<file path="config.mk">
export PLATFORM = sky130hd
export DESIGN_NAME = serial_clock_tx_slot
export DESIGN_NICKNAME = d
export VERILOG_FILES = /design/src/verilog/baud_gen.v /design/src/verilog/serial_clock_tx_slot.v
export VERILOG_INCLUDE_DIRS = /design/src /design/src/verilog
export SDC_FILE = /design/constraint.sdc
export NUM_CORES = 1
export LEC_CHECK = 0
export BUFFER_PORTS_ARGS = -buffer_cell sky130_fd_sc_hd__buf_2
export CAP_MARGIN = 20
export CORE_ASPECT_RATIO = 1.1
export CORE_MARGIN = 4
export CORE_UTILIZATION = 50
export DETAILED_ROUTE_END_ITERATION = 6
export HOLD_SLACK_MARGIN = 0.05
export PLACE_DENSITY = 0.8
export SYNTH_ARGS = -nofsm -noshare
export SYNTH_HDL_FRONTEND = slang
export SYNTH_SLANG_ARGS = --single-unit
</file>
<file path="constraint.sdc">
create_clock -name mclk -period 5.6 [get_ports mclk]
set_input_delay 1.12 -clock mclk [delete_from_list [all_inputs] [get_ports mclk]]
set_output_delay 1.12 -clock mclk [all_outputs]
set_load 0.01 [all_outputs]
</file>
<file path="src/verilog/sclk_txslot_map.vh">
// Register map, field positions, reset values and encodings of the serial clock and slot block
`ifndef SCLK_TXSLOT_MAP_VH
`define SCLK_TXSLOT_MAP_VH

// ----------------------------------------------------------------------------
// Register offsets (byte addresses)
// ----------------------------------------------------------------------------
`define OFS_PORT_MODE      8'h00
`define OFS_CLOCK_SELECT   8'h04
`define OFS_TX_SLOT        8'h08
`define OFS_TX_LEFT_WORD   8'h0C
`define OFS_TX_RIGHT_WORD  8'h10
`define OFS_STATUS         8'h14
`define OFS_SOFT_RESET     8'h18

// ----------------------------------------------------------------------------
// Writable masks and reset values
// ----------------------------------------------------------------------------
`define MASK_PORT_MODE     16'hCF80
`define MASK_CLOCK_SELECT  16'hDF07
`define MASK_TX_SLOT       16'h8FCF
`define RST_PORT_MODE      16'h0000
`define RST_CLOCK_SELECT   16'hC000
`define RST_TX_SLOT        16'h0000
`define RST_WORD           16'h0000

// ----------------------------------------------------------------------------
// Port mode fields
// ----------------------------------------------------------------------------
`define MODE_TRMD_HI       15
`define MODE_TRMD_LO       14
`define MODE_FL_HI         11
`define MODE_FL_LO         8
`define MODE_IDLE_FLOAT    7
`define TRMD_MASTER1       2'h2
`define TRMD_MASTER2       2'h3

// ----------------------------------------------------------------------------
// Clock select fields
// ----------------------------------------------------------------------------
`define CKS_SOURCE         15
`define CKS_DIRECT         14
`define CKS_PSC_HI         12
`define CKS_PSC_LO         8
`define CKS_DIV_HI         2
`define CKS_DIV_LO         0
`define PSC_ZERO_RATIO     6'h20
`define DIV_MAX_CODE       3'h4

// ----------------------------------------------------------------------------
// Transmit slot assign fields
// ----------------------------------------------------------------------------
`define TXS_LEFT_EN        15
`define TXS_LEFT_HI        11
`define TXS_LEFT_LO        8
`define TXS_RIGHT_EN       7
`define TXS_REPEAT         6
`define TXS_RIGHT_HI       3
`define TXS_RIGHT_LO       0

// ----------------------------------------------------------------------------
// Soft reset field
// ----------------------------------------------------------------------------
`define SRST_BIT           0

`endif

</file>
<file path="src/verilog/baud_gen.v">
// Prescaler and output divider producing serial clock half-period ticks
`timescale 1ns/1ps
`include "sclk_txslot_map.vh"

module baud_gen
(
  // Clock and reset
  input  wire       mclk,
  input  wire       rstn,
  input  wire       ce,
  // Control
  input  wire       run,
  input  wire       mtick,
  input  wire [4:0] psc_code,
  input  wire [2:0] div_code,
  // Half-period tick of the divided clock
  output reg        half_tick_ff
);

  reg  [5:0] psc_cnt_ff;
  reg  [4:0] div_cnt_ff;
  wire [5:0] psc_ratio;
  wire [4:0] half_len;
  wire       ptick;

  // Prescale ratio: code 0 divides by 32, others by their value
  assign psc_ratio = (psc_code == 5'h00) ? `PSC_ZERO_RATIO : {1'b0, psc_code};
  // Output stage half period 2^code; codes above max are held at max
  assign half_len  = (div_code > `DIV_MAX_CODE) ? 5'h10 : (5'h01 << div_code);
  assign ptick     = mtick && (psc_cnt_ff == psc_ratio - 6'h01);

  // Cascade counters so the overall ratio is prescale times output ratio
  always @(posedge mclk or negedge rstn)
  begin
    if (!rstn)
    begin
      psc_cnt_ff   <= 6'h00;
      div_cnt_ff   <= 5'h00;
      half_tick_ff <= 1'b0;
    end
    else if (ce)
    begin
      half_tick_ff <= 1'b0;
      if (!run)
      begin
        psc_cnt_ff <= 6'h00;
        div_cnt_ff <= 5'h00;
      end
      else if (mtick)
      begin
        psc_cnt_ff <= ptick ? 6'h00 : psc_cnt_ff + 6'h01;
        if (ptick)
        begin
          if (div_cnt_ff == half_len - 5'h01)
          begin
            div_cnt_ff   <= 5'h00;
            half_tick_ff <= 1'b1;
          end
          else
            div_cnt_ff <= div_cnt_ff + 5'h01;
        end
      end
    end
  end

endmodule

</file>
<file path="src/verilog/serial_clock_tx_slot.v">
// Serial clock generator and transmit slot placement with register port
//
// Contract
// - Generator acts only in master modes 10/11
// - Both registers reset on power-on and soft reset
// - Bit 15 picks pin (0) or system clock (1)
// - Bit 14 picks divided (0) or direct (1) clock
// - Prescaler divides by code, zero means 32
// - Output divider codes 000..100 give 2..32
// - Total ratio is prescale times divider, max 1024
// - Reserved bits read zero, software writes zero
// - Left channel sent only when left enable set
// - Left slot field places upper data word
// - Right channel sent only when right enable set
// - Right slot field places lower data word
// - Repeat bit sends left word in right slot
// - Slots follow frame length and slot size setting
// - Unassigned or disabled slots drive high or float
`timescale 1ns/1ps
`include "sclk_txslot_map.vh"

module serial_clock_tx_slot
#(
  parameter ADDR_W = 8
)
(
  // Clock, reset, enable
  input  wire              mclk,
  input  wire              rstn,
  input  wire              ce,
  // Register port
  input  wire [ADDR_W-1:0] addr,
  input  wire [15:0]       wdata,
  input  wire              wr,
  input  wire              rd,
  output reg  [15:0]       rdata_ff,
  // External master clock pin, synchronous to mclk
  input  wire              ext_master_clock_pin,
  // Serial link
  output reg               sck_ff,
  output reg               fsync_ff,
  output reg               txd_ff,
  output reg               txd_oe_ff
);

  // --------------------------------------------------------------------------
  // Helper functions
  // --------------------------------------------------------------------------

  // Bit of a word for a position in the slot, MSB first; 8-bit slots use the upper byte
  function pick_bit;
    input [15:0] word;
    input        slot16;
    input [7:0]  pos;
    begin
      if (slot16)
        pick_bit = word[4'hF - pos[3:0]];
      else
        pick_bit = word[4'hF - {1'b0, pos[2:0]}];
    end
  endfunction

  // Last bit index of a frame for the frame length code
  function [7:0] frame_last;
    input [3:0] fl;
    begin
      case (fl[3:2])
        2'h0:    frame_last = 8'h07;
        2'h1:    frame_last = (8'h10 << fl[1:0]) - 8'h01;
        2'h2:    frame_last = 8'h0F;
        default: frame_last = (8'h20 << fl[1:0]) - 8'h01;
      endcase
    end
  endfunction

  // --------------------------------------------------------------------------
  // Registers
  // --------------------------------------------------------------------------
  reg  [15:0] port_mode_register_ff;
  reg  [15:0] baud_clock_select_ff;
  reg  [15:0] tx_slot_assign_ff;
  reg  [15:0] left_tx_word_ff;
  reg  [15:0] right_tx_word_ff;
  reg  [7:0]  bitpos_ff;
  reg         ext_clk_d_ff;

  wire        sel_mode;
  wire        sel_cks;
  wire        sel_slot;
  wire        sel_left;
  wire        sel_right;
  wire        sel_stat;
  wire        soft_rst;

  assign sel_mode  = (addr == `OFS_PORT_MODE);
  assign sel_cks   = (addr == `OFS_CLOCK_SELECT);
  assign sel_slot  = (addr == `OFS_TX_SLOT);
  assign sel_left  = (addr == `OFS_TX_LEFT_WORD);
  assign sel_right = (addr == `OFS_TX_RIGHT_WORD);
  assign sel_stat  = (addr == `OFS_STATUS);
  assign soft_rst  = wr && (addr == `OFS_SOFT_RESET) && wdata[`SRST_BIT];

  // Register writes; reserved bits are masked so they always hold zero
  always @(posedge mclk or negedge rstn)
  begin
    if (!rstn)
    begin
      port_mode_register_ff <= `RST_PORT_MODE;
      baud_clock_select_ff  <= `RST_CLOCK_SELECT;
      tx_slot_assign_ff     <= `RST_TX_SLOT;
      left_tx_word_ff       <= `RST_WORD;
      right_tx_word_ff      <= `RST_WORD;
    end
    else if (ce)
    begin
      if (soft_rst)
      begin
        baud_clock_select_ff <= `RST_CLOCK_SELECT;
        tx_slot_assign_ff    <= `RST_TX_SLOT;
      end
      else if (wr)
      begin
        if (sel_cks)
          baud_clock_select_ff <= wdata & `MASK_CLOCK_SELECT;
        if (sel_slot)
          tx_slot_assign_ff <= wdata & `MASK_TX_SLOT;
      end
      if (wr && sel_mode)
        port_mode_register_ff <= wdata & `MASK_PORT_MODE;
      if (wr && sel_left)
        left_tx_word_ff <= wdata;
      if (wr && sel_right)
        right_tx_word_ff <= wdata;
    end
  end

  // --------------------------------------------------------------------------
  // Field decode
  // --------------------------------------------------------------------------
  wire [1:0] transfer_mode;
  wire       master_on;
  wire [3:0] frame_length_select;
  wire       idle_output_float;
  wire       master_clock_source;
  wire       master_clock_direct;
  wire [4:0] prescale_ratio;
  wire [2:0] output_divide_ratio;
  wire       left_tx_enable;
  wire [3:0] left_tx_slot;
  wire       right_tx_enable;
  wire       left_repeat_as_right;
  wire [3:0] right_tx_slot;

  assign transfer_mode        = port_mode_register_ff[`MODE_TRMD_HI:`MODE_TRMD_LO];
  assign master_on            = (transfer_mode == `TRMD_MASTER1) ||
                                (transfer_mode == `TRMD_MASTER2);
  assign frame_length_select  = port_mode_register_ff[`MODE_FL_HI:`MODE_FL_LO];
  assign idle_output_float    = port_mode_register_ff[`MODE_IDLE_FLOAT];
  assign master_clock_source  = baud_clock_select_ff[`CKS_SOURCE];
  assign master_clock_direct  = baud_clock_select_ff[`CKS_DIRECT];
  assign prescale_ratio       = baud_clock_select_ff[`CKS_PSC_HI:`CKS_PSC_LO];
  assign output_divide_ratio  = baud_clock_select_ff[`CKS_DIV_HI:`CKS_DIV_LO];
  assign left_tx_enable       = tx_slot_assign_ff[`TXS_LEFT_EN];
  assign left_tx_slot         = tx_slot_assign_ff[`TXS_LEFT_HI:`TXS_LEFT_LO];
  assign right_tx_enable      = tx_slot_assign_ff[`TXS_RIGHT_EN];
  assign left_repeat_as_right = tx_slot_assign_ff[`TXS_REPEAT];
  assign right_tx_slot        = tx_slot_assign_ff[`TXS_RIGHT_HI:`TXS_RIGHT_LO];

  // --------------------------------------------------------------------------
  // Master clock and generator
  // --------------------------------------------------------------------------
  wire mtick;
  wire gen_half;
  wire half_tick;
  wire gen_run;

  // Pin edge detector for the external master clock
  always @(posedge mclk or negedge rstn)
  begin
    if (!rstn)
      ext_clk_d_ff <= 1'b0;
    else if (ce)
      ext_clk_d_ff <= ext_master_clock_pin;
  end

  // Master clock tick: each system cycle or each rising pin edge
  assign mtick = master_clock_source ? 1'b1 :
                 (ext_master_clock_pin && !ext_clk_d_ff);

  // Divider restarts on a new clock setting so the first period after it is whole
  assign gen_run = master_on && !soft_rst && !(wr && sel_cks);

  baud_gen u_baud_gen
  (
    .mclk         (mclk),
    .rstn         (rstn),
    .ce           (ce),
    .run          (gen_run),
    .mtick        (mtick),
    .psc_code     (prescale_ratio),
    .div_code     (output_divide_ratio),
    .half_tick_ff (gen_half)
  );

  // Direct mode follows the master clock itself, otherwise the divided output
  assign half_tick = master_clock_direct ? mtick : gen_half;

  // --------------------------------------------------------------------------
  // Frame position and slot selection
  // --------------------------------------------------------------------------
  wire       slot16;
  wire [3:0] slot_idx;
  wire       fall;
  wire       left_hit;
  wire       right_hit;
  wire [15:0] right_word;
  wire [7:0] last_bit;

  assign slot16     = frame_length_select[3];
  assign last_bit   = frame_last(frame_length_select);
  assign slot_idx   = slot16 ? bitpos_ff[7:4] : bitpos_ff[6:3];
  assign fall       = half_tick && sck_ff;
  assign left_hit   = left_tx_enable && (slot_idx == left_tx_slot);
  assign right_hit  = right_tx_enable && (slot_idx == right_tx_slot);
  assign right_word = left_repeat_as_right ? left_tx_word_ff : right_tx_word_ff;

  // Serial clock toggles and data changes on the falling edge
  always @(posedge mclk or negedge rstn)
  begin
    if (!rstn)
    begin
      sck_ff    <= 1'b0;
      fsync_ff  <= 1'b0;
      txd_ff    <= 1'b1;
      txd_oe_ff <= 1'b1;
      bitpos_ff <= 8'h00;
    end
    else if (ce)
    begin
      if (!master_on || soft_rst)
      begin
        sck_ff    <= 1'b0;
        fsync_ff  <= 1'b0;
        bitpos_ff <= 8'h00;
        txd_ff    <= 1'b1;
        txd_oe_ff <= !idle_output_float;
      end
      else if (half_tick)
      begin
        sck_ff <= !sck_ff;
        if (fall)
        begin
          fsync_ff  <= (bitpos_ff == 8'h00);
          bitpos_ff <= (bitpos_ff >= last_bit) ? 8'h00 : bitpos_ff + 8'h01;
          if (left_hit)
          begin
            txd_ff    <= pick_bit(left_tx_word_ff, slot16, bitpos_ff);
            txd_oe_ff <= 1'b1;
          end
          else if (right_hit)
          begin
            txd_ff    <= pick_bit(right_word, slot16, bitpos_ff);
            txd_oe_ff <= 1'b1;
          end
          else
          begin
            txd_ff    <= 1'b1;
            txd_oe_ff <= !idle_output_float;
          end
        end
      end
    end
  end

  // --------------------------------------------------------------------------
  // Read port
  // --------------------------------------------------------------------------

  // Read data stand one cycle after the strobe; unmapped addresses read zero
  always @(posedge mclk or negedge rstn)
  begin
    if (!rstn)
      rdata_ff <= 16'h0000;
    else if (ce)
    begin
      rdata_ff <= 16'h0000;
      if (rd)
      begin
        if (sel_mode)
          rdata_ff <= port_mode_register_ff;
        else if (sel_cks)
          rdata_ff <= baud_clock_select_ff;
        else if (sel_slot)
          rdata_ff <= tx_slot_assign_ff;
        else if (sel_left)
          rdata_ff <= left_tx_word_ff;
        else if (sel_right)
          rdata_ff <= right_tx_word_ff;
        else if (sel_stat)
          rdata_ff <= {master_on, sck_ff, 6'h00, bitpos_ff};
      end
    end
  end

endmodule
</file>
==> results.ini <==
[layout]
fillers = 959
syn_to_final_growth_pct = 10.5
stdcell_count = 755
nNetsFinal = 646
num_antenna_cells = 0
layout_common_cells = dfrtp_1, nand2_1, buf_2, mux2_2, inv_1
drive_above_1_share = 0.229
final_common_cell = dfrtp_1

[cts]
hold_buffers = 0
cts_resized = 0
cts_tree = built
clk_latency_ps = 350
cts_root_buf = clkbuf_16
htree_levels = 3
clk_pin_slew_ps = 70
cts_buffer_depth = 2
cts-buffers-inserted = 9
clock_sinks = 101
postCtsSetupBuffers = 0

[timing]
setup-violations-final = 0
max_freq_mhz = 325
drv_slew = 0
relSlewSlack = 0.307
fin_worst_skew_ps = 6.76
tightest_slew_ps = 1030
layout_worst_path_cycle_share = 0.549
holdWs_ps = 480
rsz0062_at_grt = false
hold_viol = 0
finalCriticalPeriod_ps = 3070
final.setup.tns_ps = 0

[synth]
seq_area_frac_synth = 0.437
synthMuxAreaShare = 0.146
netlist_instances = 572
synthFlopType = dfrtp_1
synth_area_sq_um = 5790
ys_types = 69
synth_edf_count = 0
syn_avg_cell_area_sq_um = 10.1
synth_area_leaders = dfrtp_1, mux2_2, nand2_1
synth-adder-area-share = 0.0281
synth_simple_gate_area_frac = 0.149
synth_xor_area_frac = 0.0378
synth_top_area_frac = 0.419
ys_ff_latch = 101
synth_nets = 615
ys.warnings.count = 0
synth_top_area_cell = dfrtp_1
async_flop_share = 1.00
synth-compound-area-share = 0.147
synth_top_family_by_area = simple AND/OR/NAND/NOR gates

[global_routing]
grt_pass1_wl_mm = 24.7
overflow = 0
antenna_found_initial = 0
grt_start_max_net_pins = 59
grt_usage = 0.233
grt_pass1_vias = 4821

[die]
core_area_sq_um = 11100
die_height_microns = 121
start_util = 0.521
die_w_microns = 111
row_count = 40
fp.dieArea_sq_um = 13400
pin_count = 50

[critical_path]
path_class = in -> reg
end_kind = flop
worstPathMaxFanout = 20
startpoint_type = input port
arrival_ps = 3320
critPathRequiredTime_ps = 5840

[run_status]
status = complete, no violations

[detailed_routing]
ant_nets = 0
vias = 4717
drtIter0Drc = 558
via_per_inst = 6.25
dr.pass1.iters = 7
totalWireLength_mm = 15.1
drc = 0
drt-wirelength-per-cell_microns = 20.0

[flow_run]
cap_violations = 0

[place]
gp_congestion = 0.901
io_buffers = 49
hpwlAfterDp_mm = 11.0
place_inst = 739

[power]
power_density_nw_per_um2 = 245
p_leak_nw = 2.88
ir_worst_vdd_mv = 0.153

[worst_hold_path]
hold_class = reg -> reg

-- per-layer routing --
layer | vias to the layer above | track usage | routed length, microns
met1 | 2311 | 0.278 | 5630
met2 | 235 | 0.404 | 7610
li1 | 2127 | - | -
met4 | 0 | 0.0962 | 537
met3 | 44 | 0.0564 | 1310
met5 | - | 0 | 0
-- Yosys cell counts (all sizes together), types with 3 or more instances --
master and count:
nand2 59, o22ai 14, mux2 40, o211ai 6
nor2b 5, buf 18, and2 7, a21oi 17
nand2b 11, nor3 15, a221oi 7, nand3 18
xnor2 13, a222oi 6, mux4 9, clkbuf 13
xor2 12, a22oi 4, mux2i 19, and3 3
ha 13, inv 39, dfrtp 97, dfstp 4
o21ai 40, nand4 12, nor2 31
-- flip-flops by register name (all words and copies together) (netlist names) --
signal,cells
tx_slot_assign_ff,11
port_mode_register_ff,7
fsync_ff,1
u_baud_gen.half_tick_ff,1
left_tx_word_ff,16
sck_ff,1
txd_oe_ff,1
ext_clk_d_ff,1
txd_ff,1
bitpos_ff,8
u_baud_gen.div_cnt_ff,5
rdata_ff,16
baud_clock_select_ff,10
right_tx_word_ff,16
u_baud_gen.psc_cnt_ff,6
-- through the flow --
step	util	power [mW]	worst slack, ps	area, sq um
after CTS	0.576	1.58	2560	6400
after global placement	0.546	0.886	2330	6070
after global routing	0.576	1.62	2290	6400
final	0.576	1.57	2530	6400
after detailed placement	0.546	0.893	2170	6070
after floorplan	-	0.840	3050	5790
-- final timing paths --
| kind | start | end | slack, ps | cells after the start |
|---|---|---|---|---|
| min reg2reg | fsync_ff | fsync_ff | 480 | 2 |
| max in group asynchronous | rstn | port_mode_register_ff[7] | 3700 | 2 |
| min in group asynchronous | rstn | port_mode_register_ff[11] | 760 | 1 |
| max reg2reg | port_mode_register_ff[11] | bitpos_ff[0] | 2650 | 12 |
| max | addr[4] | baud_clock_select_ff[15] | 2530 | 7 |
| min | fsync_ff | fsync_ff | 480 | 2 |
-- worst max-delay path: stages --
cell and delay (ps):
buf_2 100, nor3_1 530, and4_1 660, and2_1 240, o21ai_1 320, nor3_1 290, a21oi_1 70
-- cell type report --
cell class / instances / area [sq um] / area share
sequential: 101 / 2530 / 0.396
clock inverter: 7 / 104 / 0.0162
inverter: 39 / 146 / 0.0229
tap: 147 / 184 / 0.0288
clock buffer: 9 / 225 / 0.0352
multi-input combinational: 401 / 2940 / 0.460
timing repair buffer: 51 / 263 / 0.0411
-- kinds of logic (layout without fill, tap and decap cells) --
| kind of cell | count (synthesis) | count (layout) |
|---|---|---|
| AOI/OAI and AO/OA | 121 | 121 |
| xor gates and xnor gates | 25 | 25 |
| adders and majority gates | 13 | 13 |
| buffers and inverters | 70 | 106 |
| DFF | 101 | 101 |
| muxes | 68 | 68 |
| and+or+nand+nor | 174 | 174 |
-- power by group --
part           switching [mW]  leakage, nW  internal (mW)
logic                  0.0727         1.33         0.0431
registers              0.0196         1.39          0.745
clock network           0.290        0.155          0.398
total                   0.382         2.88           1.19
(Power assumes the default switching activity.)
